==> src/hw/fegt_regs.vh <==
/*
  Offsets, field positions, reset values and frame sizes of the front-end
  gain and termination register bank.
  Assumes it is included by the bank module only.
*/
`ifndef FEGT_REGS_VH
`define FEGT_REGS_VH

// Register offsets on the serial port
`define FEGT_ADDR_FILTER_AMP    8'h33
`define FEGT_ADDR_INPUT_TERM    8'h34
`define FEGT_ADDR_POWER_MODE    8'h35

// Serial frame: address byte then data word, MSB first
`define FEGT_ADDR_BITS          8
`define FEGT_DATA_BITS          16
`define FEGT_FRAME_BITS         5'h18
`define FEGT_ADDR_DONE          5'h08

// filter_amp_config fields
`define FEGT_LPF_MSB            3
`define FEGT_LPF_LSB            1
`define FEGT_SAMP_LOOP_BIT      4
`define FEGT_SAMP_LIMIT_MSB     7
`define FEGT_SAMP_LIMIT_LSB     5
`define FEGT_SAMP_GAIN_BIT      13
`define FEGT_FILTER_AMP_MASK    16'h20FE

// input_termination_config fields
`define FEGT_TERM_IND_MSB       4
`define FEGT_TERM_IND_LSB       0
`define FEGT_TERM_IND_EN_BIT    5
`define FEGT_TERM_PRESET_MSB    7
`define FEGT_TERM_PRESET_LSB    6
`define FEGT_TERM_EN_BIT        8
`define FEGT_INLIM_MSB          10
`define FEGT_INLIM_LSB          9
`define FEGT_IAMP_LOOP_BIT      12
`define FEGT_IAMP_GAIN_MSB      14
`define FEGT_IAMP_GAIN_LSB      13
`define FEGT_INPUT_TERM_MASK    16'h77FF

// Power mode field of the power register
`define FEGT_PMODE_MSB          11
`define FEGT_PMODE_LSB          10
`define FEGT_POWER_MODE_MASK    16'h0C00

// Field codes
`define FEGT_LPF_15M            3'h0
`define FEGT_LPF_20M            3'h2
`define FEGT_LPF_30M            3'h3
`define FEGT_LPF_10M            3'h4
`define FEGT_PMODE_LOW_NOISE    2'h0
`define FEGT_PMODE_LOW_POWER    2'h1
`define FEGT_PMODE_MED_POWER    2'h2
`define FEGT_IAMP_GAIN_18DB     2'h0
`define FEGT_IAMP_GAIN_24DB     2'h1
`define FEGT_IAMP_GAIN_12DB     2'h2
`define FEGT_INLIM_AUTO         2'h0
`define FEGT_INLIM_1V50         2'h1
`define FEGT_INLIM_1V15         2'h2
`define FEGT_INLIM_0V60         2'h3

// Reset values
`define FEGT_RESET_WORD         16'h0000

`endif

==> src/hw/fegt_bank.v <==
/*
  Front-end gain and termination configuration bank: serial write/read
  port, three stored configuration words and registered decode of every
  field into analog control lines.
  Assumes serial port pins are already synchronous to clock and that
  the serial clock runs well below a quarter of the system clock.
*/
// Contract
// - LPF code picks 15/20/30/10 MHz
// - Second amp loop bit disables its integrator
// - Low-noise mode: 000 -2dBFS, 010 0dBFS, 1XX off
// - Low/medium power: 100 -2dBFS, 110 0dBFS, 0XX off
// - Second amp gain bit: 24 or 30 dB
// - Individual resistor field needs its enable bit
// - Preset picks 50/100/200/400 ohm, mapping derived
// - Preset 00 at 12 dB means high impedance
// - Termination enable bit switches termination
// - Input clamp: auto, 1.5, 1.15, 0.6 Vpp
// - Input amp loop bit disables its integrator
// - Power mode: low noise, low, medium power
// - Input amp gain: 18, 24, 12 dB
`timescale 1ns/1ps
`include "fegt_regs.vh"

module fegt_bank #(
  parameter [4:0] TERM_MAP_50  = 5'h01,
  parameter [4:0] TERM_MAP_100 = 5'h02,
  parameter [4:0] TERM_MAP_200 = 5'h04,
  parameter [4:0] TERM_MAP_400 = 5'h08
) (
  // Clock and reset
  input  wire        clock,
  input  wire        sys_rst,
  // Serial configuration port
  input  wire        cfg_sclk,
  input  wire        cfg_sen_n,
  input  wire        cfg_sdata,
  input  wire        cfg_read_en,
  output wire        cfg_sdout,
  // Low-pass filter, one-hot 10/15/20/30 MHz
  output wire [3:0]  lowpass_cutoff_select,
  // Second amplifier
  output wire        second_amp_offset_loop_off,
  output wire        second_amp_highpass_off,
  output wire        second_amp_limit_on,
  output wire        second_amp_output_limit_level,
  output wire        second_amp_gain_select,
  // Input termination
  output wire        term_active_on,
  output wire        term_high_z,
  output wire [4:0]  term_resistor_map,
  // Input amplifier, limit one-hot auto/1.5/1.15/0.6 Vpp
  output wire [3:0]  input_limit_select,
  output wire        input_amp_offset_loop_off,
  output wire        input_amp_highpass_off,
  output wire [2:0]  input_amp_gain_select,
  // Power mode, one-hot low noise/low power/medium power
  output wire [2:0]  power_mode_select
);

  reg  [15:0] filter_amp_config_ff;
  reg  [15:0] input_termination_config_ff;
  reg  [15:0] power_mode_config_ff;
  reg         sclk_prev_ff;
  reg  [4:0]  bit_cnt_ff;
  reg  [23:0] shift_in_ff;
  reg  [15:0] shift_out_ff;
  reg         sdout_ff;
  reg  [3:0]  lpf_ff;
  reg         samp_loop_ff;
  reg         samp_lim_on_ff;
  reg         samp_lim_lvl_ff;
  reg         samp_gain_ff;
  reg         term_on_ff;
  reg         term_hz_ff;
  reg  [4:0]  term_map_ff;
  reg  [3:0]  inlim_ff;
  reg         iamp_loop_ff;
  reg  [2:0]  iamp_gain_ff;
  reg  [2:0]  pmode_ff;

  reg  [3:0]  nxt_lpf;
  reg         nxt_samp_lim_on;
  reg         nxt_samp_lim_lvl;
  reg         nxt_term_hz;
  reg  [4:0]  nxt_term_map;
  reg  [3:0]  nxt_inlim;
  reg  [2:0]  nxt_iamp_gain;
  reg  [2:0]  nxt_pmode;
  reg  [15:0] rd_word;

  // Serial levels must each last at least one clock or an edge is missed
  wire        sclk_rise  = cfg_sclk & ~sclk_prev_ff;
  wire        sclk_fall  = ~cfg_sclk & sclk_prev_ff;
  wire        frame_on   = ~cfg_sen_n;
  wire [23:0] frame_word = {shift_in_ff[22:0], cfg_sdata};
  wire        frame_done = frame_on & sclk_rise & (bit_cnt_ff == `FEGT_FRAME_BITS - 5'h01);
  wire [7:0]  addr_now   = frame_word[7:0];
  wire        addr_done  = frame_on & sclk_rise & (bit_cnt_ff == `FEGT_ADDR_DONE - 5'h01);

  wire [2:0]  lpf_code   = filter_amp_config_ff[`FEGT_LPF_MSB:`FEGT_LPF_LSB];
  wire [2:0]  lim_code   = filter_amp_config_ff[`FEGT_SAMP_LIMIT_MSB:`FEGT_SAMP_LIMIT_LSB];
  wire [1:0]  preset     = input_termination_config_ff[`FEGT_TERM_PRESET_MSB:`FEGT_TERM_PRESET_LSB];
  wire        ind_en     = input_termination_config_ff[`FEGT_TERM_IND_EN_BIT];
  wire [1:0]  iamp_code  = input_termination_config_ff[`FEGT_IAMP_GAIN_MSB:`FEGT_IAMP_GAIN_LSB];
  wire [1:0]  inlim_code = input_termination_config_ff[`FEGT_INLIM_MSB:`FEGT_INLIM_LSB];
  wire [1:0]  pmode_code = power_mode_config_ff[`FEGT_PMODE_MSB:`FEGT_PMODE_LSB];
  wire        lim_flip   = (pmode_code == `FEGT_PMODE_LOW_POWER) |
                           (pmode_code == `FEGT_PMODE_MED_POWER);

  // Serial frame capture; a short frame is dropped when enable rises
  always @(posedge clock) begin
    if (sys_rst) begin
      sclk_prev_ff <= 1'b0;
      bit_cnt_ff   <= 5'h00;
      shift_in_ff  <= 24'h000000;
    end else begin
      sclk_prev_ff <= cfg_sclk;
      if (!frame_on) begin
        bit_cnt_ff <= 5'h00;
      end else if (sclk_rise) begin
        shift_in_ff <= frame_word;
        if (frame_done) begin
          bit_cnt_ff <= 5'h00;
        end else begin
          bit_cnt_ff <= bit_cnt_ff + 5'h01;
        end
      end
    end
  end

  // Only documented fields are stored, so stray reserved bits read zero
  // A read frame never writes, so reading cannot disturb the word
  always @(posedge clock) begin
    if (sys_rst) begin
      filter_amp_config_ff        <= `FEGT_RESET_WORD;
      input_termination_config_ff <= `FEGT_RESET_WORD;
      power_mode_config_ff        <= `FEGT_RESET_WORD;
    end else if (frame_done && !cfg_read_en) begin
      if (frame_word[23:16] == `FEGT_ADDR_FILTER_AMP) begin
        filter_amp_config_ff <= frame_word[15:0] & `FEGT_FILTER_AMP_MASK;
      end else if (frame_word[23:16] == `FEGT_ADDR_INPUT_TERM) begin
        input_termination_config_ff <= frame_word[15:0] & `FEGT_INPUT_TERM_MASK;
      end else if (frame_word[23:16] == `FEGT_ADDR_POWER_MODE) begin
        power_mode_config_ff <= frame_word[15:0] & `FEGT_POWER_MODE_MASK;
      end
    end
  end

  // Read-back word for the address just received
  always @* begin
    if (addr_now == `FEGT_ADDR_FILTER_AMP) begin
      rd_word = filter_amp_config_ff;
    end else if (addr_now == `FEGT_ADDR_INPUT_TERM) begin
      rd_word = input_termination_config_ff;
    end else if (addr_now == `FEGT_ADDR_POWER_MODE) begin
      rd_word = power_mode_config_ff;
    end else begin
      rd_word = 16'h0000;
    end
  end

  // Read data changes on falling serial edges so the host samples on rising
  // Held low outside read frames so the pin idles at a known level
  always @(posedge clock) begin
    if (sys_rst) begin
      shift_out_ff <= 16'h0000;
      sdout_ff     <= 1'b0;
    end else if (!frame_on || !cfg_read_en) begin
      shift_out_ff <= 16'h0000;
      sdout_ff     <= 1'b0;
    end else if (addr_done) begin
      shift_out_ff <= rd_word;
    end else if (sclk_fall && bit_cnt_ff >= `FEGT_ADDR_DONE) begin
      sdout_ff     <= shift_out_ff[15];
      shift_out_ff <= {shift_out_ff[14:0], 1'b0};
    end
  end

  // Low-pass cutoff decode
  always @* begin
    case (lpf_code)
      `FEGT_LPF_10M: nxt_lpf = 4'h1;
      `FEGT_LPF_20M: nxt_lpf = 4'h4;
      `FEGT_LPF_30M: nxt_lpf = 4'h8;
      // Unlisted codes fall back to the reset cutoff
      default:       nxt_lpf = 4'h2;
    endcase
  end

  // Clamp sense flips between power modes; bit 1 picks the level
  // Reserved power code shows as low noise, so the clamp keeps that sense
  always @* begin
    if (lim_flip) begin
      nxt_samp_lim_on = lim_code[2];
    end else begin
      nxt_samp_lim_on = ~lim_code[2];
    end
    nxt_samp_lim_lvl = nxt_samp_lim_on & lim_code[1];
  end

  // Preset mapping unless individual control is enabled
  always @* begin
    if (ind_en) begin
      nxt_term_map = input_termination_config_ff[`FEGT_TERM_IND_MSB:`FEGT_TERM_IND_LSB];
      nxt_term_hz  = 1'b0;
    end else begin
      case (preset)
        2'h0:    nxt_term_map = TERM_MAP_50;
        2'h1:    nxt_term_map = TERM_MAP_100;
        2'h2:    nxt_term_map = TERM_MAP_200;
        default: nxt_term_map = TERM_MAP_400;
      endcase
      nxt_term_hz = (preset == 2'h0) && (iamp_code == `FEGT_IAMP_GAIN_12DB);
      if (nxt_term_hz) begin
        nxt_term_map = 5'h00;
      end
    end
  end

  // Input clamp decode
  always @* begin
    case (inlim_code)
      `FEGT_INLIM_AUTO: nxt_inlim = 4'h1;
      `FEGT_INLIM_1V50: nxt_inlim = 4'h2;
      `FEGT_INLIM_1V15: nxt_inlim = 4'h4;
      default:          nxt_inlim = 4'h8;
    endcase
  end

  // Input amplifier gain decode
  always @* begin
    case (iamp_code)
      `FEGT_IAMP_GAIN_18DB: nxt_iamp_gain = 3'h2;
      `FEGT_IAMP_GAIN_24DB: nxt_iamp_gain = 3'h4;
      `FEGT_IAMP_GAIN_12DB: nxt_iamp_gain = 3'h1;
      // Reserved code holds the reset gain
      default:              nxt_iamp_gain = 3'h2;
    endcase
  end

  // Power mode decode
  always @* begin
    case (pmode_code)
      `FEGT_PMODE_LOW_NOISE: nxt_pmode = 3'h1;
      `FEGT_PMODE_LOW_POWER: nxt_pmode = 3'h2;
      `FEGT_PMODE_MED_POWER: nxt_pmode = 3'h4;
      default:               nxt_pmode = 3'h1;
    endcase
  end

  // Registered control lines follow the stored words one cycle later
  // Reset values equal the decode of all-zero words, so release is glitch free
  always @(posedge clock) begin
    if (sys_rst) begin
      lpf_ff          <= 4'h2;
      samp_loop_ff    <= 1'b0;
      samp_lim_on_ff  <= 1'b1;
      samp_lim_lvl_ff <= 1'b0;
      samp_gain_ff    <= 1'b0;
      term_on_ff      <= 1'b0;
      term_hz_ff      <= 1'b0;
      term_map_ff     <= TERM_MAP_50;
      inlim_ff        <= 4'h1;
      iamp_loop_ff    <= 1'b0;
      iamp_gain_ff    <= 3'h2;
      pmode_ff        <= 3'h1;
    end else begin
      lpf_ff          <= nxt_lpf;
      samp_loop_ff    <= filter_amp_config_ff[`FEGT_SAMP_LOOP_BIT];
      samp_lim_on_ff  <= nxt_samp_lim_on;
      samp_lim_lvl_ff <= nxt_samp_lim_lvl;
      samp_gain_ff    <= filter_amp_config_ff[`FEGT_SAMP_GAIN_BIT];
      term_on_ff      <= input_termination_config_ff[`FEGT_TERM_EN_BIT];
      term_hz_ff      <= nxt_term_hz;
      term_map_ff     <= nxt_term_map;
      inlim_ff        <= nxt_inlim;
      iamp_loop_ff    <= input_termination_config_ff[`FEGT_IAMP_LOOP_BIT];
      iamp_gain_ff    <= nxt_iamp_gain;
      pmode_ff        <= nxt_pmode;
    end
  end

  // Offset-loop and high-pass disables share one stored bit each
  assign cfg_sdout                     = sdout_ff;
  assign lowpass_cutoff_select         = lpf_ff;
  assign second_amp_offset_loop_off    = samp_loop_ff;
  assign second_amp_highpass_off       = samp_loop_ff;
  assign second_amp_limit_on           = samp_lim_on_ff;
  assign second_amp_output_limit_level = samp_lim_lvl_ff;
  assign second_amp_gain_select        = samp_gain_ff;
  assign term_active_on                = term_on_ff;
  assign term_high_z                   = term_hz_ff;
  assign term_resistor_map             = term_map_ff;
  assign input_limit_select            = inlim_ff;
  assign input_amp_offset_loop_off     = iamp_loop_ff;
  assign input_amp_highpass_off        = iamp_loop_ff;
  assign input_amp_gain_select         = iamp_gain_ff;
  assign power_mode_select             = pmode_ff;

endmodule // fegt_bank

==> config.mk <==
export PLATFORM = sky130hd
export DESIGN_NAME = fegt_bank
export DESIGN_NICKNAME = d
export VERILOG_FILES = /design/src/hw/fegt_bank.v
export VERILOG_INCLUDE_DIRS = /design/src /design/src/hw
export SDC_FILE = /design/constraint.sdc
export NUM_CORES = 1
export LEC_CHECK = 0
export ABC_CLOCK_PERIOD_IN_PS = 3810
export BUFFER_PORTS_ARGS = -buffer_cell sky130_fd_sc_hd__buf_2
export CAP_MARGIN = 20
export CORE_ASPECT_RATIO = 0.7
export CORE_MARGIN = 8
export CORE_UTILIZATION = 55
export DETAILED_ROUTE_END_ITERATION = 16
export PLACE_DENSITY_LB_ADDON = 0.25
export SLEW_MARGIN = 40
export SYNTH_ARGS = -nofsm -noshare
export SYNTH_HDL_FRONTEND = slang
export SYNTH_SLANG_ARGS = --single-unit
==> constraint.sdc <==
create_clock -name clock -period 3.81 [get_ports clock]
set_input_delay 0.762 -clock clock [delete_from_list [all_inputs] [get_ports clock]]
set_output_delay 0.762 -clock clock [all_outputs]
set_load 0.02 [all_outputs]
==> metrics.txt <==
largest area contributor in the netlist=sky130_fd_sc_hd__dfxtp_1; largest net degree at the start of global routing=55; count of distinct cell types in the synthesized netlist=44; # clock sinks=96; total CTS buffers=9; row count=25; net switching fraction of the power=22.6%; register-to-register path setup slack=1.47 ns; violation count after the first detailed-route iteration=235; worst-case setup margin in the final layout=1.37 ns; Top FF cell, synth=sky130_fd_sc_hd__dfxtp_1; Setup crit end kind=register; Leak=1.42 nW; combinational group share of total power=2.4%; top cells by area in the synthesized netlist=sky130_fd_sc_hd__dfxtp_1, sky130_fd_sc_hd__a21oi_1, sky130_fd_sc_hd__nand2_1, sky130_fd_sc_hd__nand3_1, sky130_fd_sc_hd__o21ai_0; largest stage delay on the critical path=0.71 ns; Clock Path Buffers=2; detailed-router iteration count before antenna repair=5; Sequential cell area=1920 sq um; layout filler cell count=599; ordered cell list for the critical path=buf_2, or3b_2, or2_1, and2_4, a221oi_2; required time of the worst setup path=4.08 ns; setup clock skew after layout=0.00849 ns; cell area power density=404 nW/um^2; type of the tightest min-delay check=register to register; data arrival time of the worst path=2.71 ns; Final Hold Violating Endpoints=0; GPL Wtd Cong=0.824; overall die area=9960 sq um; combined area of the multi-input logic cells=1740 sq um; vias after detailed routing=3197; worst slew margin relative to its limit=52.3%; io pins=35; average footprint of a synthesized cell=8.71 sq um; number of enable flip-flop cells after synthesis=0; number of buffers added for setup after CTS=0; post-route fraction of the period consumed by the critical path=64.2%; beginning of the worst register-to-register path=bit_cnt_ff[0]; total standard cell area after synthesis=3840 sq um; post-synthesis instance total=441; final WL=8960 um; final routed DRC violation total=0; number of nets produced by synthesis=454; initial antenna violation count=0; proportion of power drawn by flip-flops and latches=59.1%; Final TNS setup=0 ns; clock latency on the worst-skew pair=0.36 ns; sequential element share of the synthesized area=50.0%; Max Freq=0.409 GHz; Critical path buffers and inverters=1; total of max-cap violations=0; CTS tree=done; R2R depth=5; diode insertion count for antenna repair=0; average via count per standard cell=5.74; die width=116 um; Cells on Worst Hold Path=2; run status=finished clean; post-cts sizing count=0; proportion of netlist area held by the largest area contributor=50.0%; fraction of power consumed by the clock network=38.4%; top-count cell post-synth=sky130_fd_sc_hd__dfxtp_1; net switching power figure=0.385 mW; Max H-tree Level=3; startpoint class of the critical path=input pin; endpoint of the most critical register-to-register path=shift_out_ff[8]; count of hold-fix buffers inserted at cts=0; number of global-route vias before repair=2913; VDD IR-drop max=0.219 mV; routed wirelength normalized by instance count=16.1 um; flip-flop and latch count after synthesis=96; most common library cells after synthesis=sky130_fd_sc_hd__dfxtp_1, sky130_fd_sc_hd__a21oi_1, sky130_fd_sc_hd__nand2_1; detailed placement HPWL=6220 um; all-layer global routing usage=18.7%; core box area=6760 sq um; Vert. Die Dim=85.9 um; leftover overflow at the end of global routing=0; Final #Nets=472; hold path start=shift_out_ff[15]; unrepaired setup endpoints after global routing=false; layout cells sized above 1=14.3%; shortest clock period the worst path allows after layout=2.44 ns; internal power=1.32 mW; effective utilization at floorplan=56.9%; total number of yosys warnings=0; buffers added on ports=34; global-route wire length before repair=14700 um; number of nets with antenna violations after detailed routing=0; Worst path top cell family by delay=simple AND/OR/NAND/NOR gates; slowest cell on the critical path=sky130_fd_sc_hd__or3b_2; CTS Root Buffer Type=sky130_fd_sc_hd__clkbuf_8; endpoint of the worst hold-timing path=cfg_sdout; count of endpoints failing setup in the final report=0; clock slew at reported path FFs=0.09 ns; kind of critical path=input pin to register; worst-margin pin slew=0.706 ns; pre-CTS setup slack=1.01 ns; Syn-to-layout area delta=9.67%; async set-or-reset flop fraction in the synthesized netlist=0%; final-report max-slew violation count=0; highest fanout seen on the critical path=25
[cells by family (layout without fill, tap and decap cells)]
| logic type | count (synthesis) | in the layout | synth area share, % |
|---|---|---|---|
| DFF | 96 | 96 | 50.0 |
| and+or+nand+nor | 176 | 176 | 24.1 |
| muxes | 2 | 2 | 0.554 |
| buffers and inverters | 41 | 63 | 4.75 |
| xor gates and xnor gates | 4 | 4 | 0.912 |
| AOI/OAI and AO/OA | 115 | 115 | 17.4 |
| adders and majority gates | 7 | 7 | 2.28 |
[how the worst max path moves through the flow]
stage | startpoint | end | slack [ns] | cells past startpoint
after global routing | cfg_sen_n | shift_out_ff[1] | 1.21 | 6
after global placement | cfg_sen_n | shift_out_ff[9] | 1.01 | 5
after CTS | cfg_sen_n | shift_out_ff[8] | 1.40 | 5
final | cfg_sen_n | shift_out_ff[8] | 1.37 | 5
after floorplan | cfg_sen_n | shift_out_ff[12] | 1.61 | 8
after detailed placement | cfg_sen_n | shift_out_ff[8] | 1.01 | 5
[sequential cells by signal, summed over array words and instances (netlist names), 2 cells and up]
register	count
power_mode_config_ff	2
filter_amp_config_ff	8
input_limit_select	4
shift_out_ff	16
input_amp_gain_select	3
shift_in_ff	23
power_mode_select	3
term_resistor_map	5
lowpass_cutoff_select	4
bit_cnt_ff	5
input_termination_config_ff	14
[metrics by stage]
step | cell area [sq um] | util, % | hold WS (ns) | std cells | power, mW
after floorplan | 3840 | - | 0.419 | 441 | 1.06
after global placement | 4020 | 59.4 | 0.441 | 542 | 1.07
after detailed placement | 4020 | 59.5 | 0.448 | 542 | 1.07
after CTS | 4210 | 62.3 | 0.459 | 557 | 1.72
after global routing | 4210 | 62.4 | 0.481 | 557 | 1.76
final | 4210 | 62.4 | 0.458 | 557 | 1.70
[cell usage in the layout, fill, tap and decap left out, drive strengths merged, types with 2 or more instances in the layout]
cell      count
a21oi        59
a221oi        3
a22o          8
a22oi         9
a31oi         3
and2          3
and4          2
buf          38
clkbuf        9
clkinvlp      3
dfxtp        96
ha            7
inv          11
nand2        59
nand2b       11
nand3        41
nand4         4
nor2         13
nor2b        14
nor3          8
nor3b         6
nor4          3
o21ai        31
or2           4
or4bb         2
xnor2         2
xor2          2
[routing by layer]
metal | part of all wire, % | vias to the layer above | track usage (%)
li1 | - | 1564 | -
met1 | 48 | 1510 | 26.6
met2 | 43 | 112 | 26.5
met3 | 7.3 | 11 | 5.05
met4 | 1.2 | 0 | 5.98
met5 | 0 | - | 0
[area by class of cell]
class,count,area share [%]
sequential,96,45.6
multi-input combinational,304,41.3
timing repair buffer,38,4.81
clock buffer,9,2.94
tap,94,2.79
clock inverter,6,1.66
inverter,10,0.891
[power by group through the flow]
stage | Clock [mW] | Sequential, mW | Combinational (mW)
floorplan | 0 | 1.03 | 0.0304
detailed placement | 0 | 1.03 | 0.0402
CTS | 0.668 | 1.01 | 0.0405
global route | 0.710 | 1.01 | 0.0451
global placement | 0 | 1.03 | 0.0403
finish | 0.654 | 1.01 | 0.0411
[worst reg2reg max path, stage by stage, from the launching register on]
cell and delay, ns:
sky130_fd_sc_hd__dfxtp_1 0.40, sky130_fd_sc_hd__ha_1 0.24, sky130_fd_sc_hd__or4bb_1 0.59, sky130_fd_sc_hd__or2_1 0.47, sky130_fd_sc_hd__and2_4 0.27, sky130_fd_sc_hd__a221oi_2 0.28
No activity file was read; power rests on OpenSTA's default activity.
